[src/logic/ctsa_pkg.sv]
// Constants shared by the time slot assigner and its helper modules.
package ctsa_pkg;

  // Register byte offsets on the Avalon-MM slave.
  localparam logic [3:0] CTRL_OFFSET   = 4'h0;
  localparam logic [3:0] STATUS_OFFSET = 4'h4;

  // Control register fields and reset value.
  localparam int         CTRL_ADDRESSED_BIT = 0;
  localparam int         CTRL_HARDADDR_LSB  = 8;
  localparam int         HARDADDR_WIDTH     = 5;
  localparam logic [31:0] CTRL_RESET        = 32'h0000_0000;

  // Status register field positions.
  localparam int STAT_TXSLOT_LSB  = 0;
  localparam int STAT_RXSLOT_LSB  = 8;
  localparam int STAT_TXON_BIT    = 16;
  localparam int STAT_RXON_BIT    = 17;
  localparam int STAT_POWER_BIT   = 18;
  localparam int STAT_TXPROG_BIT  = 19;
  localparam int STAT_STATE_LSB   = 20;
  localparam int STAT_WORDS_BIT   = 22;
  localparam int STAT_QBITS_LSB   = 24;

  // Serial word layout, first bit sent lands in bit 7.
  localparam int WORD_BITS       = 8;
  localparam int SLOT_NUM_BITS   = 6;
  localparam int MODE_FIRST_BIT  = 7;
  localparam int MODE_SECOND_BIT = 6;
  localparam int QBITS_LSB       = 5;
  localparam int QBITS_WIDTH     = 3;

  // Slot timing counted in data clocks; the last serial shift in port clocks.
  localparam int         SLOT_CLOCKS   = 8;
  localparam int         FRAME_BITS    = 512;
  localparam logic [8:0] LAST_BIT      = 9'h1ff;
  localparam logic [3:0] LAST_SHIFT    = 4'h7;
  localparam logic [1:0] ACK_DELAY_DC  = 2'h3;

  // Synchronised pin positions.
  localparam int PIN_COUNT  = 9;
  localparam int PIN_TXFS   = 0;
  localparam int PIN_RXFS   = 1;
  localparam int PIN_DCA    = 2;
  localparam int PIN_DCB    = 3;
  localparam int PIN_PCLK   = 4;
  localparam int PIN_GSEL   = 5;
  localparam int PIN_SLOTIN = 6;
  localparam int PIN_ADDRIN = 7;
  localparam int PIN_HOOK   = 8;

  // Programming sequence states.
  typedef enum logic [1:0] {
    CTSA_WAIT    = 2'b00,
    CTSA_ARMED   = 2'b01,
    CTSA_ACKWAIT = 2'b10,
    CTSA_ACKLOW  = 2'b11
  } ctsa_state_t;

endpackage

[src/logic/ctsa_sync_edge.sv]
// Two-stage pin synchroniser with rise and fall detection per bit.
`timescale 1ns/100ps
module ctsa_sync_edge #(
  parameter int WIDTH = 1
) (
  input  wire logic             clk,
  input  wire logic             reset,
  input  wire logic [WIDTH-1:0] pinIn,
  output logic      [WIDTH-1:0] level,
  output logic      [WIDTH-1:0] rise,
  output logic      [WIDTH-1:0] fall
);

  logic [WIDTH-1:0] meta_r;
  logic [WIDTH-1:0] stable_r;
  logic [WIDTH-1:0] prev_r;

  // Only the second stage and beyond feed any logic.
  always_ff @(posedge clk) begin
    if (reset) begin
      meta_r   <= '0;
      stable_r <= '0;
      prev_r   <= '0;
    end else begin
      meta_r   <= pinIn;
      stable_r <= meta_r;
      prev_r   <= stable_r;
    end
  end

  // Edges compare two settled stages, never the first one.
  assign level = stable_r;
  assign rise  = stable_r & ~prev_r;
  assign fall  = ~stable_r & prev_r;

endmodule // ctsa_sync_edge

[src/logic/ctsa_slot_timer.sv]
// Bit counter that marks one programmed eight-clock slot after a frame sync.
`timescale 1ns/100ps
module ctsa_slot_timer (
  input  wire logic       clk,
  input  wire logic       reset,
  input  wire logic       frameRise,
  input  wire logic       dataRise,
  input  wire logic [5:0] slotNum,
  output logic            inSlot
);

  logic [8:0] bitCnt_r;
  logic       run_r;
  logic       inSlot_r;
  wire        match;

  assign match = run_r && (bitCnt_r[8:3] == slotNum);

  always_ff @(posedge clk) begin
    if (reset) begin
      bitCnt_r <= 9'h000;
      run_r    <= 1'b0;
    end else if (frameRise) begin
      bitCnt_r <= 9'h000;
      run_r    <= 1'b1;
    end else if (dataRise && run_r) begin
      bitCnt_r <= bitCnt_r + 9'h001;
      run_r    <= (bitCnt_r != ctsa_pkg::LAST_BIT);
    end
  end

  always_ff @(posedge clk) begin
    if (reset) begin
      inSlot_r <= 1'b0;
    end else begin
      inSlot_r <= match;
    end
  end

  assign inSlot = inSlot_r;

endmodule // ctsa_slot_timer

[src/logic/ctsa_slot_assigner.sv]
// Codec time slot assigner: serial port, slot timing, power and hook mux.
//
// Design decisions made here: the Avalon-MM register port and the placing of the registers.
`timescale 1ns/100ps

// Summary of operation
// - Mode 00 loads both slots, power high
// - Mode 10 loads receive slot only
// - Mode 01 loads transmit slot only
// - Mode 11 powers down, ignores slot bits
// - Power rests high, set on programming
// - Hook output inverted during transmit slot
// - Hook mux continues after power down
// - Frame sync rise marks slot zero
// - Each slot spans eight data clocks
// - Framing bit falls after all slots
// - Serial bits sampled at port clock fall
// - Select low discards partial words
// - Eight port clocks give two words
// - Addressed mode compares five address bits
// - Acknowledge low after next frame sync
// - Acknowledge falls on third data clock
// - Program loads at next frame sync
// - Following frame sync releases and resets
// - Unaddressed mode accepts whenever selected
// - Serial order is MSB first
// - Slot number counts slots after sync
// - Enables high eight data clocks
module ctsa_slot_assigner (
  input  wire logic        clk,
  input  wire logic        reset,
  // Avalon-MM slave.
  input  wire logic [3:0]  avsAddress,
  input  wire logic        avsRead,
  input  wire logic        avsWrite,
  input  wire logic [31:0] avsWritedata,
  input  wire logic [3:0]  avsByteenable,
  output logic      [31:0] avsReaddata,
  output logic             avsWaitrequest,
  // Codec and line side.
  input  wire logic        tx_frame_sync,
  input  wire logic        rx_frame_sync,
  input  wire logic        data_clock_a,
  input  wire logic        data_clock_b,
  input  wire logic        hook_in,
  output logic             tx_slot_enable,
  output logic             rx_slot_enable,
  output logic             channel_power_ctl,
  output logic             hook_out_inverted,
  output logic             hook_out_inverted_oe_n,
  output logic      [2:0]  status_bit,
  // Serial programming port.
  input  wire logic        portClock,
  input  wire logic        groupSelect,
  input  wire logic        slot_word_in,
  input  wire logic        addrWordIn,
  output logic             clearToSend,
  output logic             clearToSend_oe_n
);

  // Synchronised pins.
  logic [ctsa_pkg::PIN_COUNT-1:0] pinLevel;
  logic [ctsa_pkg::PIN_COUNT-1:0] pinRise;
  logic [ctsa_pkg::PIN_COUNT-1:0] pinFall;

  // Register file.
  logic [31:0] ctrl_r;
  logic [31:0] readdata_r;
  logic        waitreq_r;

  // Serial port.
  logic [7:0]  slotShift_r;
  logic [7:0]  addrShift_r;
  logic [3:0]  shiftCnt_r;
  logic        wordsDone_r;

  // Programmed state.
  ctsa_pkg::ctsa_state_t state_r;
  ctsa_pkg::ctsa_state_t state_nxt;
  logic [5:0]  txSlot_r;
  logic [5:0]  rxSlot_r;
  logic        txOn_r;
  logic        rxOn_r;
  logic        txProg_r;
  logic        power_r;
  logic [2:0]  qBits_r;
  logic [1:0]  dcCnt_r;
  logic        ackLow_r;

  // Output flops.
  logic        txEn_r;
  logic        rxEn_r;
  logic        hookOe_n_r;
  logic        odData_r;

  logic        txInSlot;
  logic        rxInSlot;

  // Pins arrive from other clocks, so every one is synchronised.
  ctsa_sync_edge #(
    .WIDTH (ctsa_pkg::PIN_COUNT)
  ) u_sync (
    .clk   (clk),
    .reset (reset),
    .pinIn ({hook_in, addrWordIn, slot_word_in, groupSelect, portClock,
             data_clock_b, data_clock_a, rx_frame_sync, tx_frame_sync}),
    .level (pinLevel),
    .rise  (pinRise),
    .fall  (pinFall)
  );

  // Named views of the synchronised pins.
  wire txFsRise = pinRise[ctsa_pkg::PIN_TXFS];
  wire rxFsRise = pinRise[ctsa_pkg::PIN_RXFS];
  wire dcARise  = pinRise[ctsa_pkg::PIN_DCA];
  wire dcBRise  = pinRise[ctsa_pkg::PIN_DCB];
  wire portFall = pinFall[ctsa_pkg::PIN_PCLK];
  wire selected = pinLevel[ctsa_pkg::PIN_GSEL];
  wire slotBit  = pinLevel[ctsa_pkg::PIN_SLOTIN];
  wire addrBit  = pinLevel[ctsa_pkg::PIN_ADDRIN];
  wire hookHigh = pinLevel[ctsa_pkg::PIN_HOOK];

  // Bus request decode; a request is taken on the cycle it is answered.
  wire busReq     = avsRead | avsWrite;
  wire busTake    = busReq & ~waitreq_r;
  wire hitCtrl    = (avsAddress == ctsa_pkg::CTRL_OFFSET);
  wire hitStatus  = (avsAddress == ctsa_pkg::STATUS_OFFSET);
  wire ctrlWrite  = busTake & avsWrite & hitCtrl;

  // Byte lanes merge into the control register; unmapped offsets read zero.
  wire [31:0] laneMask = {{8{avsByteenable[3]}}, {8{avsByteenable[2]}},
                          {8{avsByteenable[1]}}, {8{avsByteenable[0]}}};
  wire [31:0] ctrlMerged = (ctrl_r & ~laneMask) | (avsWritedata & laneMask);

  wire addressedMode = ctrl_r[ctsa_pkg::CTRL_ADDRESSED_BIT];
  wire [4:0] hardAddress =
    ctrl_r[ctsa_pkg::CTRL_HARDADDR_LSB +: ctsa_pkg::HARDADDR_WIDTH];

  // Status word shows the programmed state of the channel.
  wire [31:0] statusWord =
    (32'(txSlot_r)    << ctsa_pkg::STAT_TXSLOT_LSB) |
    (32'(rxSlot_r)    << ctsa_pkg::STAT_RXSLOT_LSB) |
    (32'(txOn_r)      << ctsa_pkg::STAT_TXON_BIT)   |
    (32'(rxOn_r)      << ctsa_pkg::STAT_RXON_BIT)   |
    (32'(power_r)     << ctsa_pkg::STAT_POWER_BIT)  |
    (32'(txProg_r)    << ctsa_pkg::STAT_TXPROG_BIT) |
    (32'(state_r)     << ctsa_pkg::STAT_STATE_LSB)  |
    (32'(wordsDone_r) << ctsa_pkg::STAT_WORDS_BIT)  |
    (32'(qBits_r)     << ctsa_pkg::STAT_QBITS_LSB);

  wire [31:0] readMux = hitCtrl   ? ctrl_r     :
                        hitStatus ? statusWord : 32'h0000_0000;

  // One wait cycle per request, then a single answer cycle.
  always_ff @(posedge clk) begin
    if (reset) begin
      waitreq_r  <= 1'b1;
      readdata_r <= 32'h0000_0000;
    end else begin
      waitreq_r  <= ~(busReq & waitreq_r);
      readdata_r <= (busReq & waitreq_r) ? readMux : readdata_r;
    end
  end

  // Control register: addressing mode and the strapped device address.
  always_ff @(posedge clk) begin
    if (reset) begin
      ctrl_r <= ctsa_pkg::CTRL_RESET;
    end else if (ctrlWrite) begin
      ctrl_r <= ctrlMerged;
    end
  end

  // Word pair acceptance, with or without the address compare.
  // five-bit address compare
  wire addrMatch = (addrShift_r[4:0] == hardAddress);
  wire accepted  = wordsDone_r & (~addressedMode | addrMatch);

  // Non-selected devices drop their words at the frame after the load;
  // the selected one drops them when its acknowledge is released.
  // return to waiting
  wire returnReady = txFsRise &
    (((state_r == ctsa_pkg::CTSA_WAIT) & wordsDone_r & ~accepted) |
     (state_r == ctsa_pkg::CTSA_ACKLOW));

  // Serial shift; data is stable at the port clock fall since the host
  // changes it at the rise, so both inputs are sampled there.
  // sample at falling edge
  always_ff @(posedge clk) begin
    if (reset || !selected || returnReady) begin
      shiftCnt_r  <= 4'h0;
      wordsDone_r <= 1'b0;
      slotShift_r <= 8'h00;
      addrShift_r <= 8'h00;
    end else if (portFall && !wordsDone_r) begin
      slotShift_r <= {slotShift_r[6:0], slotBit};
      addrShift_r <= {addrShift_r[6:0], addrBit};
      shiftCnt_r  <= shiftCnt_r + 4'h1;
      wordsDone_r <= (shiftCnt_r == ctsa_pkg::LAST_SHIFT);
    end
  end

  wire modeFirst  = slotShift_r[ctsa_pkg::MODE_FIRST_BIT];
  wire modeSecond = slotShift_r[ctsa_pkg::MODE_SECOND_BIT];
  wire [5:0] newSlot = slotShift_r[ctsa_pkg::SLOT_NUM_BITS-1:0];
  wire [2:0] newQ    =
    addrShift_r[ctsa_pkg::QBITS_LSB +: ctsa_pkg::QBITS_WIDTH];

  // Programming sequence next state.
  // synchronised completion flag
  always_comb begin
    state_nxt = state_r;
    case (state_r)
      ctsa_pkg::CTSA_WAIT: begin
        if (accepted) begin
          state_nxt = ctsa_pkg::CTSA_ARMED;
        end
      end
      ctsa_pkg::CTSA_ARMED: begin
        if (!selected) begin
          state_nxt = ctsa_pkg::CTSA_WAIT;
        end else if (txFsRise) begin
          state_nxt = ctsa_pkg::CTSA_ACKWAIT;
        end
      end
      ctsa_pkg::CTSA_ACKWAIT: begin
        if (txFsRise) begin
          state_nxt = ctsa_pkg::CTSA_WAIT;
        end else if (dcARise && dcCnt_r == ctsa_pkg::ACK_DELAY_DC - 2'h1) begin
          state_nxt = ctsa_pkg::CTSA_ACKLOW;
        end
      end
      ctsa_pkg::CTSA_ACKLOW: begin
        if (txFsRise) begin
          state_nxt = ctsa_pkg::CTSA_WAIT;
        end
      end
      default: state_nxt = ctsa_pkg::CTSA_WAIT;
    endcase
  end

  wire loadNow = (state_r == ctsa_pkg::CTSA_ARMED) & selected & txFsRise;

  // Sequence state, data clock count and the acknowledge drive.
  // acknowledge after frame sync
  always_ff @(posedge clk) begin
    if (reset) begin
      state_r  <= ctsa_pkg::CTSA_WAIT;
      dcCnt_r  <= 2'h0;
      ackLow_r <= 1'b0;
    end else begin
      state_r  <= state_nxt;
      dcCnt_r  <= loadNow ? 2'h0 :
                  (dcARise ? dcCnt_r + 2'h1 : dcCnt_r);
      ackLow_r <= (state_nxt == ctsa_pkg::CTSA_ACKLOW);
    end
  end

  // Program load at the frame sync leading edge. The slot bits are kept
  // on power down so the hook mux keeps its old transmit slot.
  // load at frame sync
  always_ff @(posedge clk) begin
    if (reset) begin
      txSlot_r <= 6'h00;
      rxSlot_r <= 6'h00;
      txOn_r   <= 1'b0;
      rxOn_r   <= 1'b0;
      txProg_r <= 1'b0;
      power_r  <= 1'b1;
      qBits_r  <= 3'h0;
    end else if (loadNow) begin
      qBits_r <= newQ;
      case ({modeFirst, modeSecond})
        2'b00: begin
          txSlot_r <= newSlot;
          rxSlot_r <= newSlot;
          txOn_r   <= 1'b1;
          rxOn_r   <= 1'b1;
          txProg_r <= 1'b1;
          power_r  <= 1'b1;
        end
        2'b10: begin
          rxSlot_r <= newSlot;
          rxOn_r   <= 1'b1;
          power_r  <= 1'b1;
        end
        2'b01: begin
          txSlot_r <= newSlot;
          txOn_r   <= 1'b1;
          txProg_r <= 1'b1;
          power_r  <= 1'b1;
        end
        default: begin
          txOn_r   <= 1'b0;
          power_r  <= 1'b0;
        end
      endcase
    end
  end

  // Transmit and receive slot timing, each from its own frame and clock.
  // slot number in slots
  ctsa_slot_timer u_tx_timer (
    .clk       (clk),
    .reset     (reset),
    .frameRise (txFsRise),
    .dataRise  (dcARise),
    .slotNum   (txSlot_r),
    .inSlot    (txInSlot)
  );

  ctsa_slot_timer u_rx_timer (
    .clk       (clk),
    .reset     (reset),
    .frameRise (rxFsRise),
    .dataRise  (dcBRise),
    .slotNum   (rxSlot_r),
    .inSlot    (rxInSlot)
  );

  // Registered outputs; the hook line is pulled low only when off hook.
  // inverted hook in slot
  always_ff @(posedge clk) begin
    if (reset) begin
      txEn_r     <= 1'b0;
      rxEn_r     <= 1'b0;
      hookOe_n_r <= 1'b1;
      odData_r   <= 1'b0;
    end else begin
      txEn_r     <= txInSlot & txOn_r;
      rxEn_r     <= rxInSlot & rxOn_r;
      hookOe_n_r <= ~(txInSlot & txProg_r & hookHigh);
      odData_r   <= 1'b0;
    end
  end

  assign avsReaddata            = readdata_r;
  assign avsWaitrequest         = waitreq_r;
  assign tx_slot_enable         = txEn_r;
  assign rx_slot_enable         = rxEn_r;
  assign channel_power_ctl      = power_r;
  assign hook_out_inverted      = odData_r;
  assign hook_out_inverted_oe_n = hookOe_n_r;
  assign status_bit             = qBits_r;
  assign clearToSend            = odData_r;
  assign clearToSend_oe_n       = ~ackLow_r;

endmodule // ctsa_slot_assigner

[config.mk]
export PLATFORM = sky130hd
export DESIGN_NAME = ctsa_slot_assigner
export DESIGN_NICKNAME = d
export VERILOG_FILES = /design/src/logic/ctsa_pkg.sv /design/src/logic/ctsa_sync_edge.sv /design/src/logic/ctsa_slot_timer.sv /design/src/logic/ctsa_slot_assigner.sv
export SDC_FILE = /design/constraint.sdc
export NUM_CORES = 1
export LEC_CHECK = 0
export ABC_CLOCK_PERIOD_IN_PS = 2100
export BUFFER_PORTS_ARGS = -buffer_cell sky130_fd_sc_hd__buf_2
export CORE_MARGIN = 5
export CORE_UTILIZATION = 56
export CTS_CLUSTER_DIAMETER = 100
export DETAILED_ROUTE_END_ITERATION = 10
export PLACE_DENSITY = 0.79
export SLEW_MARGIN = 15
export SYNTH_ARGS = -nofsm -noshare
export SYNTH_HDL_FRONTEND = slang
export SYNTH_SLANG_ARGS = --single-unit
[constraint.sdc]
create_clock -name clk -period 2.1 [get_ports clk]
set_input_delay 0.105 -clock clk [delete_from_list [all_inputs] [get_ports clk]]
set_output_delay 0.105 -clock clk [all_outputs]
set_load 0.03 [all_outputs]
==> insert_results.sql, run 1 <==
INSERT INTO impl_metrics (metric_group, metric, value, unit) VALUES
('final_layout', 'final_layout_size_suffix_gt1_frac', '0.178', ''),
('floorplanning', 'placeableCoreArea', '0.0107', 'sq mm'),
('job', 'cap_violations', '0', ''),
('final_layout', 'layout-area-overhead-vs-synth', '26.0', '%'),
('yosys', 'syn-instance-count', '666', ''),
('timing', 'finalWorstPathRequiredPeriod', '1.74', 'ns'),
('worst_hold_path', 'hold_path.class', 'in2reg', ''),
('routing', 'avgViaCountPerCell', '5.57', ''),
('floorplanning', 'fp-row-count', '38', ''),
('power', 'power_frac_clock', '0.487', ''),
('timing', 'setup_total_negative_slack', '0', 'ns'),
('global_route', 'grt_start_max_net_pins', '121', ''),
('timing', 'clock.fmax', '576', 'MHz'),
('power', 'worst_ir_drop_vdd', '0.520', 'mV'),
('clocking', 'cts.repair_timing.setup_buffer_count', '0', ''),
('global_route', 'grt_first_pass_wirelength', '24600', 'microns'),
('power', 'p_leak', '2.94', 'nW'),
('floorplanning', 'num_io_pins', '96', ''),
('power', 'power_switching', '1.47', 'mW'),
('routing', 'drt_pre_antenna_iters', '6', ''),
('yosys', 'fraction_of_synthesis_flops_using_an_asynchronous_set_or_reset_pin', '0', ''),
('power', 'seq_power_share', '0.448', ''),
('clocking', 'clockBufferDepth', '2', ''),
('routing', 'drt_antenna_net_count', '0', ''),
('clocking', 'cts-buffers-inserted', '17', ''),
('clocking', 'clkSlewWorstSetupHoldPaths', '0.06', 'ns'),
('routing', 'drt-total-wl', '15200', 'microns'),
('power', 'pwr_density_cell', '897', 'mW/mm^2'),
('global_route', 'grt_pass1_vias', '5227', ''),
('clocking', 'cts_repair_resize_count', '0', ''),
('yosys', 'synth_enable_flop_cells', '0', ''),
('routing', 'drc', '0', ''),
('placed_design', 'dpl_worst_slack', '0.368', 'ns'),
('clocking', 'tritoncts', 'yes', ''),
('placed_design', 'routabilityCongestion', '0.841', ''),
('clocking', 'tritoncts_num_sinks', '158', ''),
('final_layout', 'finalNetCount', '843', ''),
('global_route', 'overflow', '0', ''),
('yosys', 'number_of_flip_flops_and_latches_in_the_synthesized_netlist', '158', ''),
('placed_design', 'dp_hpwl', '9880', 'microns'),
('timing', 'final_critical_path_setup_slack', '0.363', 'ns'),
('yosys', 'synth.cell_area', '0.00610', 'sq mm'),
('global_route', 'gr-usage-all-layers', '0.236', ''),
('timing', 'finalClockSkew', '0.00614', 'ns'),
('global_route', 'antenna_found_initial', '0', ''),
('critical_path', 'crit_path_required_time', '2.50', 'ns'),
('timing', 'slew_headroom', '0.585', ''),
('yosys', 'synth_seq_area_share', '0.519', ''),
('floorplanning', 'die_h', '114', 'microns'),
('final_layout', 'layout.filler_cells', '779', ''),
('yosys', 'top_cells_by_count_synth', 'dfxtp_1, nand2_1, nor2_1', ''),
('routing', 'via_count', '5203', ''),
('status', 'outcome', 'completed', ''),
('power', 'internal_power', '5.43', 'mW'),
('yosys', 'postSynth.topFlopCell', 'dfxtp_1', ''),
('power', 'power_frac_comb', '0.065', ''),
('timing', 'worst-slew-pin-transition', '0.620', 'ns'),
('critical_path', 'cp-end-kind', 'flip-flop', ''),
('critical_path', 'worst-endpoint-arrival', '2.14', 'ns'),
('critical_path', 'critical_path.max_fanout', '21', ''),
('floorplanning', 'dieArea', '0.0131', 'sq mm'),
('yosys', 'synthTopCellsByArea', 'dfxtp_1, mux2i_1, nand2_1', ''),
('clocking', 'cts_root_buf', 'clkbuf_8', ''),
('clocking', 'clock_tree.htree_level_count', '4', ''),
('critical_path', 'critical_path.startpoint_type', 'flip-flop', ''),
('timing', 'hold_violations', '0', ''),
('routing', 'post_drt_wl_per_cell', '16.3', 'microns'),
('yosys', 'synth.largest_area_cell', 'dfxtp_1', ''),
('yosys', 'synthMostInstantiatedCell', 'dfxtp_1', ''),
('yosys', 'synth.yosys.warnings', '0', ''),
('placed_design', 'quantity_of_i_o_buffers_inserted_on_ports', '93', '');
per-layer routing:
metal	track usage	share of wire	vias to the layer above
met3	0.0544	0.068	38
met4	0.0990	0.024	0
met1	0.286	0.42	2452
met2	0.403	0.49	205
met5	0	0	-
li1	-	-	2508
kinds of logic after synthesis:
group | share of synthesized area
DFF | 0.519
AOI/OAI and AO/OA | 0.0932
adders and majority gates | 0.0123
and+or+nand+nor | 0.229
xor gates and xnor gates | 0.0460
other | 0.000615
muxes | 0.0558
buffers and inverters | 0.0439
through the flow:
| stage | utilization | std cells | hold slack, ns | instance area, sq um | power [mW] |
|---|---|---|---|---|---|
| 2_1_floorplan | - | 667 | 0.233 | 6100 | 3.40 |
| 3_3_place_gp | 0.617 | 864 | 0.314 | 6630 | 3.53 |
| 3_5_place_dp | 0.617 | 864 | 0.317 | 6630 | 3.54 |
| 4_1_cts | 0.715 | 934 | 0.0917 | 7680 | 6.92 |
| 5_1_grt | 0.715 | 934 | 0.121 | 7680 | 7.10 |
| 6_report | 0.715 | 934 | 0.0872 | 7680 | 6.89 |
final timing paths:
kind / start / to / slack, ns / cells after the start
worst min-delay path: reset / u_sync.meta_r[0]$_SDFF_PP0_ / 0.09 / 3
worst min register to register: u_sync.level[8]$_SDFF_PP0_ / hook_out_inverted_oe_n$_SDFF_PP1_ / 0.42 / 1
worst max-delay path: state_r[1]$_SDFF_PP0_ / slotShift_r[1]$_SDFFE_PP0P_ / 0.36 / 4
worst max register to register: state_r[1]$_SDFF_PP0_ / slotShift_r[1]$_SDFFE_PP0P_ / 0.36 / 4
worst max-delay path, stage by stage, from the launching register on:
cell	delay (ns)
dfxtp_1	0.44
or3b_4	0.48
a2111oi_4	0.31
buf_4	0.29
nor3_1	0.09
final cells by class:
type / count / share of cell area
Clock buffer: 19 / 0.0562
Clock inverter: 10 / 0.0277
Inverter: 11 / 0.00537
Multi-Input combinational cell: 452 / 0.351
Sequential cell: 158 / 0.412
Tap cell: 140 / 0.0228
Timing Repair Buffer: 144 / 0.126
power groups by stage:
stage          logic, mW  clock network, mW  registers (mW)
6_report           0.451               3.35            3.09
5_1_grt            0.487               3.52            3.09
4_1_cts            0.447               3.39            3.09
3_5_place_dp       0.386                  0            3.15
3_3_place_gp       0.377                  0            3.15
2_1_floorplan      0.189                  0            3.21
cells in the final DEF (no fill, tap or decap), types with 4 or more instances in the layout:
master / n
dfxtp_1: 158
buf_2: 92
nand2_1: 86
nor2_1: 66
nor3_1: 53
a21oi_1: 52
dlygate4sd3_1: 41
mux2i_1: 34
nor2b_1: 27
nand3_1: 25
a221oi_1: 22
xnor2_1: 19
clkbuf_16: 16
xor2_1: 13
inv_1: 11
buf_4: 10
nand3b_1: 6
ha_1: 6
bufinv_16: 6
and3_1: 5
nand2b_1: 4
o21ai_0: 4
(Power assumes the default switching activity.)
==> run 2, diff against run 1 <==
--- a/config.mk
+++ b/config.mk
@@ -5,13 +5,13 @@
 export SDC_FILE = /design/constraint.sdc
 export NUM_CORES = 1
 export LEC_CHECK = 0
-export ABC_CLOCK_PERIOD_IN_PS = 2100
+export ABC_CLOCK_PERIOD_IN_PS = 1400
 export BUFFER_PORTS_ARGS = -buffer_cell sky130_fd_sc_hd__buf_2
 export CORE_MARGIN = 5
-export CORE_UTILIZATION = 56
+export CORE_UTILIZATION = 51
 export CTS_CLUSTER_DIAMETER = 100
 export DETAILED_ROUTE_END_ITERATION = 10
-export PLACE_DENSITY = 0.79
+export PLACE_DENSITY = 0.76
 export SLEW_MARGIN = 15
 export SYNTH_ARGS = -nofsm -noshare
 export SYNTH_HDL_FRONTEND = slang
==> constraint.sdc (replaced) <==
create_clock -name clk -period 1.4 [get_ports clk]
set_input_delay 0.07 -clock clk [delete_from_list [all_inputs] [get_ports clk]]
set_output_delay 0.07 -clock clk [all_outputs]
set_load 0.03 [all_outputs]
==> insert_results.sql, run 2 (same netlist as run 1, synthesis figures left out) <==
INSERT INTO impl_metrics (metric_group, metric, value, unit) VALUES
('power', 'p_leak', '3.25', 'nW'),
('critical_path', 'crit_slowest_cell', 'dfxtp_2', ''),
('critical_path', 'critical_path.max_fanout', '11', ''),
('critical_path', 'cp-end-kind', 'flip-flop', ''),
('global_route', 'gr-usage-all-layers', '0.225', ''),
('floorplanning', 'num_io_pins', '96', ''),
('timing', 'finalClockSkew', '0.00544', 'ns'),
('timing', 'final_critical_path_setup_slack', '-0.215', 'ns'),
('routing', 'drt-total-wl', '16200', 'microns'),
('final_layout', 'final_core_util', '0.702', ''),
('routing', 'drt_pre_antenna_iters', '5', ''),
('timing', 'rsz0062_at_grt', 'yes', ''),
('routing', 'post_drt_wl_per_cell', '16.4', 'microns'),
('clocking', 'clkSlewWorstSetupHoldPaths', '0.06', 'ns'),
('timing', 'setup_viol_count_final', '21', ''),
('timing', 'setup_total_negative_slack', '-1.77', 'ns'),
('clocking', 'clock_latency', '0.42', 'ns'),
('timing', 'finalWorstPathRequiredPeriod', '1.62', 'ns'),
('placed_design', 'dp_hpwl', '10400', 'microns'),
('routing', 'via_count', '5409', ''),
('timing', 'worst-slew-pin-transition', '0.547', 'ns'),
('worst_hold_path', 'hold_path.class', 'in2reg', ''),
('power', 'pwr_density_cell', '1240', 'mW/mm^2'),
('global_route', 'grt_start_max_net_pins', '55', ''),
('timing', 'maxSlewViolCount', '0', ''),
('global_route', 'overflow', '0', ''),
('critical_path', 'slowest_delay', '0.32', 'ns'),
('clocking', 'clockBufferDepth', '2', ''),
('global_route', 'grt_pass1_vias', '5454', ''),
('critical_path', 'setup.worst_path.class', 'reg2reg', ''),
('timing', 'hold-worst-slack', '0.135', 'ns'),
('clocking', 'tritoncts', 'yes', ''),
('routing', 'drt_antenna_net_count', '0', ''),
('routing', 'drc', '0', ''),
('floorplanning', 'die_h', '119', 'microns'),
('floorplanning', 'fp-row-count', '40', ''),
('power', 'power', '10.3', 'mW'),
('critical_path', 'crit_path_required_time', '1.71', 'ns'),
('clocking', 'tritoncts_num_sinks', '158', ''),
('floorplanning', 'placeableCoreArea', '0.0119', 'sq mm'),
('routing', 'avgViaCountPerCell', '5.47', ''),
('clocking', 'clock_tree.htree_level_count', '4', ''),
('timing', 'hold_violations', '0', ''),
('clocking', 'cts-buffers-inserted', '17', ''),
('final_layout', 'final_layout_size_suffix_gt1_frac', '0.282', ''),
('final_layout', 'finalNetCount', '887', ''),
('final_layout', 'layout-area-overhead-vs-synth', '36.6', '%'),
('timing', 'post-route-period-util', '1.15', ''),
('status', 'outcome', 'finished with violations', ''),
('final_layout', 'most_frequent_standard_cell_in_the_layout_excluding_fill_and_tap_cells', 'dfxtp_1', ''),
('critical_path', 'worstPathCellList', 'xor2_1 -> nor3_2 -> a2111oi_4 -> buf_4 -> buf_12 -> nor3_1', ''),
('critical_path', 'worst-endpoint-arrival', '1.93', 'ns'),
('status', 'violations', 'setup timing', ''),
('floorplanning', 'dieArea', '0.0142', 'sq mm'),
('timing', 'slew_headroom', '0.635', ''),
('power', 'worst_ir_drop_vdd', '0.768', 'mV'),
('final_layout', 'n_antenna_cell', '0', ''),
('timing', 'clock.fmax', '619', 'MHz'),
('placed_design', 'quantity_of_i_o_buffers_inserted_on_ports', '93', ''),
('job', 'cap_violations', '0', ''),
('clocking', 'cts_root_buf', 'clkbuf_16', ''),
('floorplanning', 'floorplan.initialDensity', '0.514', ''),
('critical_path', 'critical_path.startpoint_type', 'flip-flop', ''),
('routing', 'detail_route.iter0.violations', '413', ''),
('final_layout', 'mostFrequentLayoutCells', 'dfxtp_1, buf_2, nand2_1, nor2_1, a21oi_1', ''),
('global_route', 'antenna_found_initial', '0', ''),
('global_route', 'grt_first_pass_wirelength', '26200', 'microns'),
('placed_design', 'routabilityCongestion', '0.838', ''),
('floorplanning', 'dieWidth', '119', 'microns');
run 2: cell count changes in the layout (fill, tap and decap cells not counted), moves of 4 or more:
| cell | previous run | this run |
|---|---|---|
| buf_4 | 10 | 45 |
| dfxtp_1 | 158 | 142 |
| nor3_1 | 53 | 38 |
| dfxtp_2 | 0 | 14 |
| nor3_2 | 1 | 14 |
| clkinv_2 | 0 | 5 |
| buf_6 | 0 | 4 |
run 2: worst paths after layout:
check,startpoint,to,slack [ns],depth (start not counted)
hold reg to reg,u_sync.meta_r[2]$_SDFF_PP0_,u_sync.level[2]$_SDFF_PP0_,0.44,1
setup / recovery,addrShift_r[3]$_SDFFE_PP0P_,shiftCnt_r[2]$_SDFFE_PP0P_,-0.22,6
setup reg to reg,addrShift_r[3]$_SDFFE_PP0P_,shiftCnt_r[2]$_SDFFE_PP0P_,-0.22,6
hold / removal,avsAddress[2],avsReaddata[7]$_SDFFE_PP0P_,0.13,5
run 2: final cells by class:
type / instances / area [sq um]
Clock inverter: 12 / 191
Sequential cell: 158 / 3190
Tap cell: 147 / 184
Clock buffer: 20 / 447
Multi-Input combinational cell: 452 / 2900
Fill cell: 819 / 3530
Timing Repair Buffer: 188 / 1380
Inverter: 11 / 41.3
run 2: per-stage QoR:
| step | area (sq um) | std cells | worst slack, ns |
|---|---|---|---|
| after global placement | 6990 | 907 | -0.0839 |
| after global routing | 8330 | 988 | -0.263 |
| after detailed placement | 6990 | 907 | -0.0983 |
| after floorplan | 6160 | 667 | -0.0533 |
| after CTS | 8160 | 985 | -0.0808 |
| final | 8330 | 988 | -0.215 |
run 2: metal layers:
layer | GRT usage | vias up | part of all wire
met5 | 0 | - | 0
met4 | 0.0795 | 0 | 0.026
met3 | 0.0560 | 47 | 0.057
met2 | 0.391 | 193 | 0.50
met1 | 0.269 | 2567 | 0.41
li1 | - | 2602 | -
run 2: worst max-delay path, delay by kind of cell (launching register included):
kind            cells  cell delay (ns)
compound gates      1             0.12
xor+xnor            1             0.16
buf+inv             2             0.31
flops               1             0.32
simple gates        2             0.59
run 2: what timing repair did:
| action | in CTS | in global routing |
|---|---|---|
| pin swaps | 7 | 12 |
| buffers inserted | 3 | 3 |
| setup endpoints to repair | 29 | 50 |
| endpoints found under the hold margin | 42 | 0 |
| gates cloned | 2 | 0 |
| resized for setup | 19 | 37 |
| hold buffers | 42 | 0 |
run 2: power breakdown:
group / internal [mW] / switching (mW)
registers: 4.58 / 0.0475
clock network: 3.20 / 1.75
logic: 0.309 / 0.407
total: 8.09 / 2.21
